--- config.mk ---
export PLATFORM = sky130hd
export DESIGN_NAME = scan_pin_mode_control
export DESIGN_NICKNAME = d
export VERILOG_FILES = /design/src/rtl/dummy_unused.sv /design/src/rtl/scan_pin_pkg.sv /design/src/rtl/tck_edge_if.sv /design/src/rtl/tck_sampler.sv /design/src/rtl/tap_fsm.sv /design/src/rtl/scan_pin_mode_control.sv
export SDC_FILE = /design/constraint.sdc
export NUM_CORES = 1
export LEC_CHECK = 0
export ABC_AREA = 1
export BUFFER_PORTS_ARGS = -buffer_cell sky130_fd_sc_hd__buf_2
export CORE_MARGIN = 1.5
export CORE_UTILIZATION = 49
export DETAILED_ROUTE_END_ITERATION = 8
export PLACE_DENSITY = 0.86
export SETUP_SLACK_MARGIN = 0.1
export SLEW_MARGIN = 10
export SYNTH_ARGS = -nofsm -noshare
export SYNTH_HDL_FRONTEND = slang
export SYNTH_SLANG_ARGS = --single-unit
--- constraint.sdc ---
create_clock -name CLK -period 2.55 [get_ports CLK]
set_clock_uncertainty 0.15 [all_clocks]
set_input_delay 0.1275 -clock CLK [delete_from_list [all_inputs] [get_ports CLK]]
set_output_delay 0.1275 -clock CLK [all_outputs]
set_load 0.05 [all_outputs]
--- src/rtl/dummy_unused.sv ---
`default_nettype none
`default_nettype wire

--- src/rtl/scan_pin_pkg.sv ---
`default_nettype none
package scan_pin_pkg;
	// tap controller states
	typedef enum logic [3:0] {
		TLR, RTI, SEL_DR, CAP_DR, SHIFT_DR, EXIT1_DR, PAUSE_DR, EXIT2_DR,
		UPD_DR, SEL_IR, CAP_IR, SHIFT_IR, EXIT1_IR, PAUSE_IR, EXIT2_IR, UPD_IR
	} tap_state_type;
	// apb register byte offsets
	localparam logic [11:0] CFG_OFFSET = 12'h000;
	localparam logic [11:0] STATUS_OFFSET = 12'h004;
	localparam logic [11:0] USER_OUT_OFFSET = 12'h008;
	localparam logic [11:0] USER_OE_OFFSET = 12'h00c;
	localparam logic [11:0] USER_IN_OFFSET = 12'h010;
	// config field positions
	localparam int CFG_RESERVE_BIT = 0;
	localparam int CFG_TRST_BIT = 1;
	localparam int CFG_PULLUP_BIT = 2;
	localparam int CFG_PULLDN_BIT = 3;
	localparam logic [3:0] CFG_RESET = 4'h0;
	// user pin bit positions: tdi, tck, tdo, trst
	localparam int PIN_TDI = 0;
	localparam int PIN_TCK = 1;
	localparam int PIN_TDO = 2;
	localparam int PIN_TRST = 3;
	localparam int NPINS = 4;
	// tms high cycles that guarantee return to reset
	localparam int TMS_RESET_CYCLES = 5;
endpackage : scan_pin_pkg
`default_nettype wire

--- src/rtl/tck_edge_if.sv ---
`default_nettype none
interface tck_edge_if;
	logic tck_rise;
	logic tck_fall;
	logic tms_s;
	logic tdi_s;
	modport src (output tck_rise, output tck_fall, output tms_s, output tdi_s);
	modport dst (input tck_rise, input tck_fall, input tms_s, input tdi_s);
endinterface : tck_edge_if
`default_nettype wire

--- src/rtl/tck_sampler.sv ---
`default_nettype none
module tck_sampler (
	input wire logic clk,
	input wire logic rst_b,
	input wire logic tck_pin,
	input wire logic tms_pin,
	input wire logic tdi_pin,
	tck_edge_if.src edges
);
	logic [1:0] tck_sync_reg;
	logic [1:0] tms_sync_reg;
	logic [1:0] tdi_sync_reg;
	logic tck_last_reg;
	// two-stage synchronisers
	always_ff @(posedge clk) begin
		if (!rst_b) begin
			tck_sync_reg <= 2'h0;
			tms_sync_reg <= 2'h3;
			tdi_sync_reg <= 2'h3;
			tck_last_reg <= 1'b0;
		end else begin
			tck_sync_reg <= {tck_sync_reg[0], tck_pin};
			tms_sync_reg <= {tms_sync_reg[0], tms_pin};
			tdi_sync_reg <= {tdi_sync_reg[0], tdi_pin};
			tck_last_reg <= tck_sync_reg[1];
		end
	end
	// edge detection on the second stage only
	assign edges.tck_rise = tck_sync_reg[1] & ~tck_last_reg;
	assign edges.tck_fall = ~tck_sync_reg[1] & tck_last_reg;
	assign edges.tms_s = tms_sync_reg[1];
	assign edges.tdi_s = tdi_sync_reg[1];
endmodule : tck_sampler
`default_nettype wire

--- src/rtl/tap_fsm.sv ---
`default_nettype none
module tap_fsm
	import scan_pin_pkg::*;
(
	input wire logic clk,
	input wire logic rst_b,
	input wire logic trst_active,
	tck_edge_if.dst edges,
	output tap_state_type state
);
	tap_state_type state_reg;
	tap_state_type state_next;
	// standard transition diagram
	// tms steered transitions
	always_comb begin
		state_next = state_reg;
		case (state_reg)
			TLR: state_next = edges.tms_s ? TLR : RTI;
			RTI: state_next = edges.tms_s ? SEL_DR : RTI;
			SEL_DR: state_next = edges.tms_s ? SEL_IR : CAP_DR;
			CAP_DR: state_next = edges.tms_s ? EXIT1_DR : SHIFT_DR;
			SHIFT_DR: state_next = edges.tms_s ? EXIT1_DR : SHIFT_DR;
			EXIT1_DR: state_next = edges.tms_s ? UPD_DR : PAUSE_DR;
			PAUSE_DR: state_next = edges.tms_s ? EXIT2_DR : PAUSE_DR;
			EXIT2_DR: state_next = edges.tms_s ? UPD_DR : SHIFT_DR;
			UPD_DR: state_next = edges.tms_s ? SEL_DR : RTI;
			SEL_IR: state_next = edges.tms_s ? TLR : CAP_IR;
			CAP_IR: state_next = edges.tms_s ? EXIT1_IR : SHIFT_IR;
			SHIFT_IR: state_next = edges.tms_s ? EXIT1_IR : SHIFT_IR;
			EXIT1_IR: state_next = edges.tms_s ? UPD_IR : PAUSE_IR;
			PAUSE_IR: state_next = edges.tms_s ? EXIT2_IR : PAUSE_IR;
			EXIT2_IR: state_next = edges.tms_s ? UPD_IR : SHIFT_IR;
			UPD_IR: state_next = edges.tms_s ? SEL_DR : RTI;
			default: state_next = TLR;
		endcase
	end
	always_ff @(posedge clk) begin
		if (!rst_b || trst_active) begin
			state_reg <= TLR;
		end else if (edges.tck_rise) begin
			state_reg <= state_next;
		end
	end
	assign state = state_reg;
endmodule : tap_fsm
`default_nettype wire

--- src/rtl/scan_pin_mode_control.sv ---
// Our own choices: the register offsets and the APB slave port.
`default_nettype none
// Summary of operation
// - All user pins float while the supplies are not yet good.
// - User pins stay tristated during power-up unless a pull-up or pull-down is selected.
// - The mode-select pin is never a user pin.
// - Dedicated mode keeps all scan pins for test with pull-ups on mode-select and data-in.
// - Flexible mode enables no pull on mode-select or data-in.
// - Flexible mode is the default until the reserve option is set.
// - The test state machine starts in its logic-reset state.
// - In flexible mode at logic-reset the shared pins are user pins.
// - A clock rise with mode-select low hands the shared pins to test until logic-reset.
// - With the reset option the reset pin is a test reset with a fixed pull-up.
// - Without the reset option the reset pin is a user pin, tristated when unused.
// - A low test reset forces the state machine into logic-reset.
module scan_pin_mode_control
	import scan_pin_pkg::*;
(
	input wire logic CLK,
	input wire logic RST_B,
	input wire logic SUPPLY_GOOD,
	input wire logic [NPINS-1:0] PIN_IN,
	output logic [NPINS-1:0] PIN_OUT,
	output logic [NPINS-1:0] PIN_OE,
	input wire logic TMS_IN,
	output logic TMS_PULLUP,
	output logic TDI_PULLUP,
	output logic TRST_PULLUP,
	output logic [NPINS-1:0] PIN_PULLUP,
	output logic [NPINS-1:0] PIN_PULLDN,
	output logic SCAN_ACTIVE,
	input wire logic SCAN_TDO,
	input wire logic [31:0] PADDR,
	input wire logic PSEL,
	input wire logic PENABLE,
	input wire logic PWRITE,
	input wire logic [31:0] PWDATA,
	output logic [31:0] PRDATA,
	output logic PREADY,
	output logic PSLVERR
);
	tck_edge_if edges ();
	tap_state_type tap_state;
	logic [3:0] cfg_reg;
	logic [NPINS-1:0] uout_reg;
	logic [NPINS-1:0] uoe_reg;
	logic [NPINS-1:0] uin_reg;
	logic [NPINS-1:0] uin_meta_reg;
	logic [1:0] trst_sync_reg;
	logic [1:0] good_sync_reg;
	logic [1:0] tdo_sync_reg;
	logic scan_own_reg;
	logic trst_active;
	logic dedicated;
	logic trst_mode;
	logic powered;
	logic apb_access;
	logic addr_ok;
	logic [NPINS-1:0] oe_next;
	logic [NPINS-1:0] out_next;
	logic [2:0] tms_high_cnt;

	// config fields
	// reserve bit clear means flexible
	assign dedicated = cfg_reg[CFG_RESERVE_BIT];
	assign trst_mode = cfg_reg[CFG_TRST_BIT];
	assign powered = good_sync_reg[1];

	// synchronisers for pin inputs
	always_ff @(posedge CLK) begin
		if (!RST_B) begin
			trst_sync_reg <= 2'h3;
			good_sync_reg <= 2'h0;
			tdo_sync_reg <= 2'h0;
			uin_meta_reg <= '0;
			uin_reg <= '0;
		end else begin
			trst_sync_reg <= {trst_sync_reg[0], PIN_IN[PIN_TRST]};
			good_sync_reg <= {good_sync_reg[0], SUPPLY_GOOD};
			tdo_sync_reg <= {tdo_sync_reg[0], SCAN_TDO};
			uin_meta_reg <= PIN_IN;
			uin_reg <= uin_meta_reg;
		end
	end

	// low test reset in reset mode
	assign trst_active = trst_mode & ~trst_sync_reg[1];

	tck_sampler u_sampler (
		.clk(CLK),
		.rst_b(RST_B),
		.tck_pin(PIN_IN[PIN_TCK]),
		.tms_pin(TMS_IN),
		.tdi_pin(PIN_IN[PIN_TDI]),
		.edges(edges)
	);

	tap_fsm u_tap (
		.clk(CLK),
		.rst_b(RST_B),
		.trst_active(trst_active),
		.edges(edges),
		.state(tap_state)
	);

	// ownership of shared pins
	// rise with tms low claims pins
	always_ff @(posedge CLK) begin
		if (!RST_B) begin
			scan_own_reg <= 1'b0;
		end else if (dedicated) begin
			scan_own_reg <= 1'b1;
		end else if (edges.tck_rise && !edges.tms_s) begin
			scan_own_reg <= 1'b1;
		end else if (tap_state == TLR) begin
			scan_own_reg <= 1'b0;
		end
	end

	// pin drive selection
	always_comb begin
		out_next = uout_reg;
		oe_next = uoe_reg;
		if (scan_own_reg) begin
			oe_next[PIN_TDI] = 1'b0;
			oe_next[PIN_TCK] = 1'b0;
			out_next[PIN_TDI] = 1'b0;
			out_next[PIN_TCK] = 1'b0;
			out_next[PIN_TDO] = tdo_sync_reg[1];
			oe_next[PIN_TDO] = (tap_state == SHIFT_DR) || (tap_state == SHIFT_IR);
		end
		if (trst_mode) begin
			oe_next[PIN_TRST] = 1'b0;
			out_next[PIN_TRST] = 1'b0;
		end
		if (!powered) begin
			oe_next = '0;
		end
	end

	// registered pin and pull outputs
	always_ff @(posedge CLK) begin
		if (!RST_B) begin
			PIN_OUT <= '0;
			PIN_OE <= '0;
			TMS_PULLUP <= 1'b0;
			TDI_PULLUP <= 1'b0;
			TRST_PULLUP <= 1'b0;
			PIN_PULLUP <= '0;
			PIN_PULLDN <= '0;
			SCAN_ACTIVE <= 1'b0;
		end else begin
			PIN_OUT <= out_next;
			PIN_OE <= oe_next;
			TMS_PULLUP <= dedicated;
			TDI_PULLUP <= dedicated;
			TRST_PULLUP <= trst_mode;
			PIN_PULLUP <= (!powered && cfg_reg[CFG_PULLUP_BIT]) ? {NPINS{1'b1}} : '0;
			PIN_PULLDN <= (!powered && cfg_reg[CFG_PULLDN_BIT] && !cfg_reg[CFG_PULLUP_BIT])
				? {NPINS{1'b1}} : '0;
			SCAN_ACTIVE <= scan_own_reg;
		end
	end

	// apb slave, zero wait states
	assign apb_access = PSEL && PENABLE;
	always_comb begin
		case (PADDR[11:0])
			CFG_OFFSET, STATUS_OFFSET, USER_OUT_OFFSET, USER_OE_OFFSET,
			USER_IN_OFFSET: addr_ok = 1'b1;
			default: addr_ok = 1'b0;
		endcase
	end

	// writable registers
	// user pins tristated by default
	always_ff @(posedge CLK) begin
		if (!RST_B) begin
			cfg_reg <= CFG_RESET;
			uout_reg <= '0;
			uoe_reg <= '0;
		end else if (apb_access && PWRITE) begin
			case (PADDR[11:0])
				CFG_OFFSET: cfg_reg <= PWDATA[3:0];
				USER_OUT_OFFSET: uout_reg <= PWDATA[NPINS-1:0];
				USER_OE_OFFSET: uoe_reg <= PWDATA[NPINS-1:0];
				default: cfg_reg <= cfg_reg;
			endcase
		end
	end

	// read data and response
	always_ff @(posedge CLK) begin
		if (!RST_B) begin
			PRDATA <= 32'h0;
			PREADY <= 1'b0;
			PSLVERR <= 1'b0;
		end else begin
			PREADY <= PSEL && !PENABLE;
			PSLVERR <= PSEL && !PENABLE && !addr_ok;
			PRDATA <= 32'h0;
			if (PSEL && !PENABLE && !PWRITE) begin
				case (PADDR[11:0])
					CFG_OFFSET: PRDATA <= {28'h0, cfg_reg};
					STATUS_OFFSET: PRDATA <= {26'h0, powered, scan_own_reg, tap_state};
					USER_OUT_OFFSET: PRDATA <= {28'h0, uout_reg};
					USER_OE_OFFSET: PRDATA <= {28'h0, uoe_reg};
					USER_IN_OFFSET: PRDATA <= {28'h0, uin_reg};
					default: PRDATA <= 32'h0;
				endcase
			end
		end
	end

	// consecutive tck rises with tms high, saturating at the reset count
	// tms high rise count
	always_ff @(posedge CLK) begin
		if (!RST_B) begin
			tms_high_cnt <= 3'h0;
		end else if (edges.tck_rise) begin
			if (!edges.tms_s) begin
				tms_high_cnt <= 3'h0;
			end else if (tms_high_cnt != 3'(TMS_RESET_CYCLES)) begin
				tms_high_cnt <= tms_high_cnt + 3'h1;
			end
		end
	end

	// assertions
	// a_float_ramp: no drive while unpowered
	a_float_ramp: assert property (@(posedge CLK) disable iff (!RST_B)
		!$past(powered) |-> PIN_OE == '0) else $error("pin driven during ramp");
	a_flex_pulls: assert property (@(posedge CLK) disable iff (!RST_B)
		!$past(dedicated) |-> !TMS_PULLUP && !TDI_PULLUP) else $error("pull in flexible");
	a_ded_pulls: assert property (@(posedge CLK) disable iff (!RST_B)
		$past(dedicated) |-> TMS_PULLUP && TDI_PULLUP) else $error("no pull in dedicated");
	a_ded_owns: assert property (@(posedge CLK) disable iff (!RST_B)
		dedicated |=> scan_own_reg) else $error("dedicated lost pins");
	a_claim_pins: assert property (@(posedge CLK) disable iff (!RST_B)
		edges.tck_rise && !edges.tms_s |=> scan_own_reg) else $error("pins not claimed");
	a_release_tlr: assert property (@(posedge CLK) disable iff (!RST_B)
		!dedicated && tap_state == TLR && !edges.tck_rise |=> !scan_own_reg)
		else $error("pins not released");
	a_trst_reset: assert property (@(posedge CLK) disable iff (!RST_B)
		trst_active |=> tap_state == TLR) else $error("trst ignored");
	a_five_high: assert property (@(posedge CLK) disable iff (!RST_B)
		tms_high_cnt == 3'(TMS_RESET_CYCLES) |-> tap_state == TLR)
		else $error("no logic reset after tms high");
	a_trst_input: assert property (@(posedge CLK) disable iff (!RST_B)
		$past(trst_mode) |-> !PIN_OE[PIN_TRST] && TRST_PULLUP) else $error("trst driven");
	a_tck_input: assert property (@(posedge CLK) disable iff (!RST_B)
		$past(scan_own_reg) |-> !PIN_OE[PIN_TCK] && !PIN_OE[PIN_TDI]) else $error("tck driven");
	c_claim: cover property (@(posedge CLK) disable iff (!RST_B) $rose(scan_own_reg));
	c_release: cover property (@(posedge CLK) disable iff (!RST_B) $fell(scan_own_reg));
	c_shift: cover property (@(posedge CLK) disable iff (!RST_B) tap_state == SHIFT_DR);
	c_trst: cover property (@(posedge CLK) disable iff (!RST_B) trst_active);
endmodule : scan_pin_mode_control
`default_nettype wire

==> impl_metrics.ini, run 1 <==
[power_and_ir_drop]
power_leakage_nw = 1.453
pwr-share-seq = 0.571
switching_power_mw = 0.4259
sw_frac_of_total = 0.2765
ir_worst_vdd_mv = 0.3174
p_int_mw = 1.114
combPwrFrac = 0.118
clkPwrFrac = 0.311
power.density_nw_per_um2 = 524.9

[global_routing]
grt_overflow = 0
antenna_found_initial = 0
grt_pass1_wl_um = 8266
grt_max_degree = 19
track_usage = 0.1961
grt_pass1_vias = 1849

[final_layout]
antenna_cells = 0
top_register = PRDATA
largest_reg_flops = 6
final_util = 0.6052
finalNetCount = 476
seqCellArea_um2 = 1101
synthToLayoutAreaGrowth_pct = 16.38
multiInputGateArea_um2 = 1036
drive_above_1_share = 0.2444
fin_area_um2 = 2934
num-fill-cells = 428

[hold_path]
hold_end = PSLVERR$_SDFF_PN0_
min_from = PSEL
hold_class = in -> reg
holdPathStages = 5

[setup_path]
r2r_setup_slack_ns = 0.90
worstPathArrival_ns = 1.91
criticalPathCategory = in -> reg
critPathRequiredTime_ns = 2.66
rr_worst_depth = 3
critPathMaxFanout = 3
critPathLaunchType = primary input
r2r-start = scan_own_reg$_SDFFE_PN0P_
endpoint_kind = flop
rr_endpoint = PRDATA[4]$_SDFF_PN0_

[routing]
drt_iter0_drc = 198
dr_total_vias = 2225
drt_wl_total_um = 5290
drt_pass1_iterations = 4
ant_nets = 0
vias_per_cell = 4.754
wire_per_inst_um = 11.30
drc = 0

[sta]
hold_viol_final = 0
slew_viol_final = 0
setup_viol = 0
rsz0062_at_grt = false
timing.setup.tns_ns = 0
whs_ns = 0.01572
max_freq_mhz = 555.2
timing.final.crit_share = 0.7064
period_needed_ns = 1.801

[clocking]
cts_resized = 0
cts_root_buf = clkbuf_8
clock_latency_ns = 0.32
htreeDepth = 2
clkSinkCount = 55
clk_pin_slew_ns = 0.09
tritoncts = built
clock_path_buffers = 2
cts_made_buffers = 5

[synth]
synth_edf_count = 0
synth-async-reset-ratio = 0
synth-seq-cells = 55
synth_top_area_cell = dfxtp_1
yosysMostFrequentCell = dfxtp_1
syn_area_per_cell_um2 = 7.481
synthTopCellsByArea = dfxtp_1 (44%), buf_4 (11%), nand2_1 (7.9%)
synth_ff_type = dfxtp_1
syn_inst = 337
ys_seq_area_frac = 0.4367
synth_cell_types = 27
synth_area_um2 = 2521
ys_warn_count = 0
yosys.area.top_type_share = 0.4367
synth_commonest_cells = dfxtp_1 (55), nand2_1 (53), inv_1 (43)

[job]
maxCapViolations = 0

[floorplanning]
die_w_um = 74.73
io_pins = 130
die_h_um = 74.73
core_region_area_um2 = 4848
die-area_um2 = 5585
std_cell_rows = 25
start_util = 0.5200

[place]
io_buffers = 55
placed_area_um2 = 2695
hpwl_um = 3845
gp_congestion = 0.9579

[run_status]
outcome = completed
-- critical path, cell delays in order --
cell	delay, ns
dlygate4sd3_1	0.52
buf_2	0.13
nor3_2	0.22
inv_2	0.07
nor4_1	0.24
dlygate4sd3_1	0.59
-- through the flow --
step                      power [mW]  cells  setup slack, ns
after detailed placement       1.063    445           0.9032
after global placement         1.059    445           0.9884
final                          1.540    468           0.7487
after floorplan                1.057    362            1.285
after global routing           1.596    468           0.6625
after CTS                      1.543    468           0.8160
-- cell type report --
type | count | share of cell area
Clock buffer | 6 | 0.02473
Sequential cell | 55 | 0.3753
Clock inverter | 2 | 0.005544
Timing Repair Buffer | 71 | 0.1475
Tap cell | 67 | 0.02857
Multi-Input combinational cell | 216 | 0.3531
Inverter | 51 | 0.06525
-- per-layer routing --
layer / vias to the layer above / part of all wire / GRT usage
met1: 974 / 0.43 / 0.2439
li1: 1131 / - / -
met4: 0 / 0.022 / 0.07071
met3: 10 / 0.074 / 0.03882
met5: - / 0 / 0
met2: 110 / 0.47 / 0.3383
-- timing repair --
item / CTS / global route
buffers inserted: 0 / 0
hold buffers: 15 / 0
endpoints found under the hold margin: 23 / 0
-- how the worst max path moves through the flow --
stage | start | end | slack [ns] | cells after the start
final | PENABLE | PRDATA[4]$_SDFF_PN0_ | 0.75 | 6
after global routing | PENABLE | PRDATA[4]$_SDFF_PN0_ | 0.66 | 6
after CTS | PENABLE | PRDATA[4]$_SDFF_PN0_ | 0.82 | 6
after detailed placement | PADDR[5] | uout_reg[3]$_SDFFE_PN0P_ | 0.90 | 7
after global placement | PADDR[1] | cfg_reg[1]$_SDFFE_PN0P_ | 0.99 | 7
after floorplan | u_tap.state[0]$_SDFFE_PP0P_ | u_tap.state[1]$_SDFFE_PP0P_ | 1.29 | 10
-- power by group through the flow --
stage	registers [mW]	clock network, mW	logic (mW)
5_1_grt	0.881	0.520	0.195
3_5_place_dp	0.899	0	0.164
3_3_place_gp	0.898	0	0.161
4_1_cts	0.879	0.483	0.181
2_1_floorplan	0.901	0	0.155
6_report	0.879	0.479	0.182
-- cells in the final DEF (no fill, tap or decap), types with 15 or more instances in the layout --
master	n
dfxtp_1	55
buf_2	55
nand2_1	53
inv_1	43
nor2_1	29
nand3_1	28
conb_1	26
o21ai_1	18
a21oi_1	18
dlygate4sd3_1	15
-- logic make-up (layout without fill, tap and decap cells) --
group	Yosys count	after routing	synth area share
compound gates	44	44	0.09082
simple gates	146	146	0.2814
other cells	1	26	0.001487
buf+inv	91	130	0.1896
flops	55	55	0.4367
Note: power is estimated with default switching activity, not from simulation.
==> run 2, diff against run 1 <==
--- a/config.mk
+++ b/config.mk
@@ -8,9 +8,9 @@
 export ABC_AREA = 1
 export BUFFER_PORTS_ARGS = -buffer_cell sky130_fd_sc_hd__buf_2
 export CORE_MARGIN = 1.5
-export CORE_UTILIZATION = 49
+export CORE_UTILIZATION = 45
 export DETAILED_ROUTE_END_ITERATION = 8
-export PLACE_DENSITY = 0.86
+export PLACE_DENSITY = 0.8
 export SETUP_SLACK_MARGIN = 0.1
 export SLEW_MARGIN = 10
 export SYNTH_ARGS = -nofsm -noshare
==> constraint.sdc (replaced) <==
create_clock -name CLK -period 1.71 [get_ports CLK]
set_clock_uncertainty 0.15 [all_clocks]
set_input_delay 0.0855 -clock CLK [delete_from_list [all_inputs] [get_ports CLK]]
set_output_delay 0.0855 -clock CLK [all_outputs]
set_load 0.05 [all_outputs]
==> run 2 against run 1 <==
Flip-flop and latch count unchanged. Global-route usage is 1.6 points lower. Power is 49% higher. Critical path type unchanged. Clock power is 47% higher. Design area grew 1.2%. Worst setup slack got worse by 0.54 ns. Non-clock buffer count rose by 3. Count of clock-buffer cells in the layout did not move. Utilization fell by 5.9 points. Die area rose by 8.5%. Largest cell class unchanged. Highest routed layer unchanged.
==> impl_metrics.ini, run 2 (synthesized netlist as in run 1, its figures left out) <==
[setup_path]
critPathRequiredTime_ns = 1.77
rr_worst_depth = 9
crit_end = cfg_reg[2]$_SDFFE_PN0P_
r2r_setup_slack_ns = 0.23
criticalPathCategory = in -> reg
critPathLaunchType = primary input
worstPathArrival_ns = 1.56
r2r-start = u_tap.state[1]$_SDFFE_PP0P_
rr_endpoint = u_tap.state[1]$_SDFFE_PP0P_
critPathMaxFanout = 11
setup.worst_path.start = PADDR[3]
endpoint_kind = flop

[floorplanning]
die_w_um = 77.85
std_cell_rows = 27
io_pins = 130
start_util = 0.4635
die_h_um = 77.85
die-area_um2 = 6061
core_region_area_um2 = 5439

[sta]
timing.final.crit_share = 0.8766
slew_viol_final = 0
hold_viol_final = 0
setup_viol = 0
rsz0062_at_grt = false
whs_ns = 0.1193
timing.setup.tns_ns = 0
period_needed_ns = 1.499
max_freq_mhz = 667.1

[final_layout]
antenna_cells = 0
multiInputGateArea_um2 = 1036
finalNetCount = 479
drive_above_1_share = 0.2525
layout_commonest_cell = buf_2
num-fill-cells = 524
seqCellArea_um2 = 1104
top_register = PRDATA
largest_reg_flops = 6
final_util = 0.5459
mostFrequentLayoutCells = buf_2 (55), dfxtp_1 (53), nand2_1 (53)
synthToLayoutAreaGrowth_pct = 17.77
stdcell_count = 476

[clocking]
tritoncts = built
clock_path_buffers = 2
htreeDepth = 2
cts_root_buf = clkbuf_8
clkSinkCount = 55
clk_pin_slew_ns = 0.10
cts_setup_buffers = 0
cts_made_buffers = 5
clock_latency_ns = 0.31

[job]
maxCapViolations = 0

[run_status]
outcome = completed

[routing]
drt_iter0_drc = 177
wire_per_inst_um = 11.01
drt_pass1_iterations = 4
dr_total_vias = 2218
ant_nets = 0
drt_wl_total_um = 5239
vias_per_cell = 4.660
drc = 0

[global_routing]
grt_max_degree = 33
grt_overflow = 0
grt_pass1_vias = 2071
track_usage = 0.1799
grt_pass1_wl_um = 8707
antenna_found_initial = 0

[power_and_ir_drop]
ir_worst_vdd_mv = 0.5166
power.density_nw_per_um2 = 770.9
power_leakage_nw = 1.468

[place]
gp_congestion = 0.8866
dp_cells = 452
hpwl_um = 3877
io_buffers = 55

[hold_path]
min_from = PADDR[2]
hold_class = in -> reg
[run 2: changes by cell type in the layout (fill, tap and decap cells not counted)]
cell / previous run / this run
buf_4: 1 / 3
clkinv_4: 0 / 2
dfxtp_1: 55 / 53
dfxtp_2: 0 / 2
clkinvlp_4: 1 / 0
dlygate4sd3_1: 15 / 16
inv_6: 1 / 0
[run 2: worst min path at each step]
stage | end | cells after the start
2_1_floorplan | PRDATA[4]$_SDFF_PN0_ | 1
3_3_place_gp | tdo_sync_reg[0]$_SDFF_PN0_ | 3
3_5_place_dp | good_sync_reg[0]$_SDFF_PN0_ | 3
4_1_cts | PRDATA[4]$_SDFF_PN0_ | 5
5_1_grt | PRDATA[5]$_SDFF_PN0_ | 6
6_report | PRDATA[4]$_SDFF_PN0_ | 5
[run 2: where the power goes]
group          internal [mW]  switching (mW)  total [mW]
logic                 0.0695           0.205       0.274
registers               1.30         0.00882        1.31
clock network          0.295           0.410       0.704
[run 2: area by class of cell]
cell class	instances	share of cell area
Clock buffer	6	0.02444
Clock inverter	2	0.005900
Multi-Input combinational cell	216	0.3489
Sequential cell	55	0.3717
Tap cell	72	0.03034
Timing Repair Buffer	74	0.1542
Inverter	51	0.06448
[run 2: critical path, cell delays in order]
cell and delay [ns]:
dlygate4sd3_1 0.53, buf_2 0.12, inv_2 0.08, nand3_1 0.09, nor2_2 0.08, buf_4 0.18
nand3_4 0.14, o21ai_1 0.19, a21oi_1 0.06
[run 2: through the flow]
stage / power (mW) / instance area, µm² / worst slack, ns
floorplan: 1.576 / 2615 / 0.4452
global placement: 1.582 / 2716 / 0.2429
detailed placement: 1.586 / 2716 / 0.2077
CTS: 2.317 / 2967 / 0.2009
global route: 2.385 / 2969 / 0.1083
finish: 2.289 / 2969 / 0.2110
[run 2: layer usage]
layer  up-vias  share of wire  global-route usage
li1       1134              -                   -
met1       999           0.41              0.1964
met2        79           0.51              0.3226
met3         6          0.071             0.05176
met4         0          0.010             0.07455
met5         -              0                   0
[run 2: timing repair]
| item | in CTS | in global routing |
|---|---|---|
| hold endpoints to repair | 31 | 0 |
| hold buffers | 16 | 0 |
| gates resized for setup | 0 | 2 |
| setup endpoints to repair | 0 | 2 |
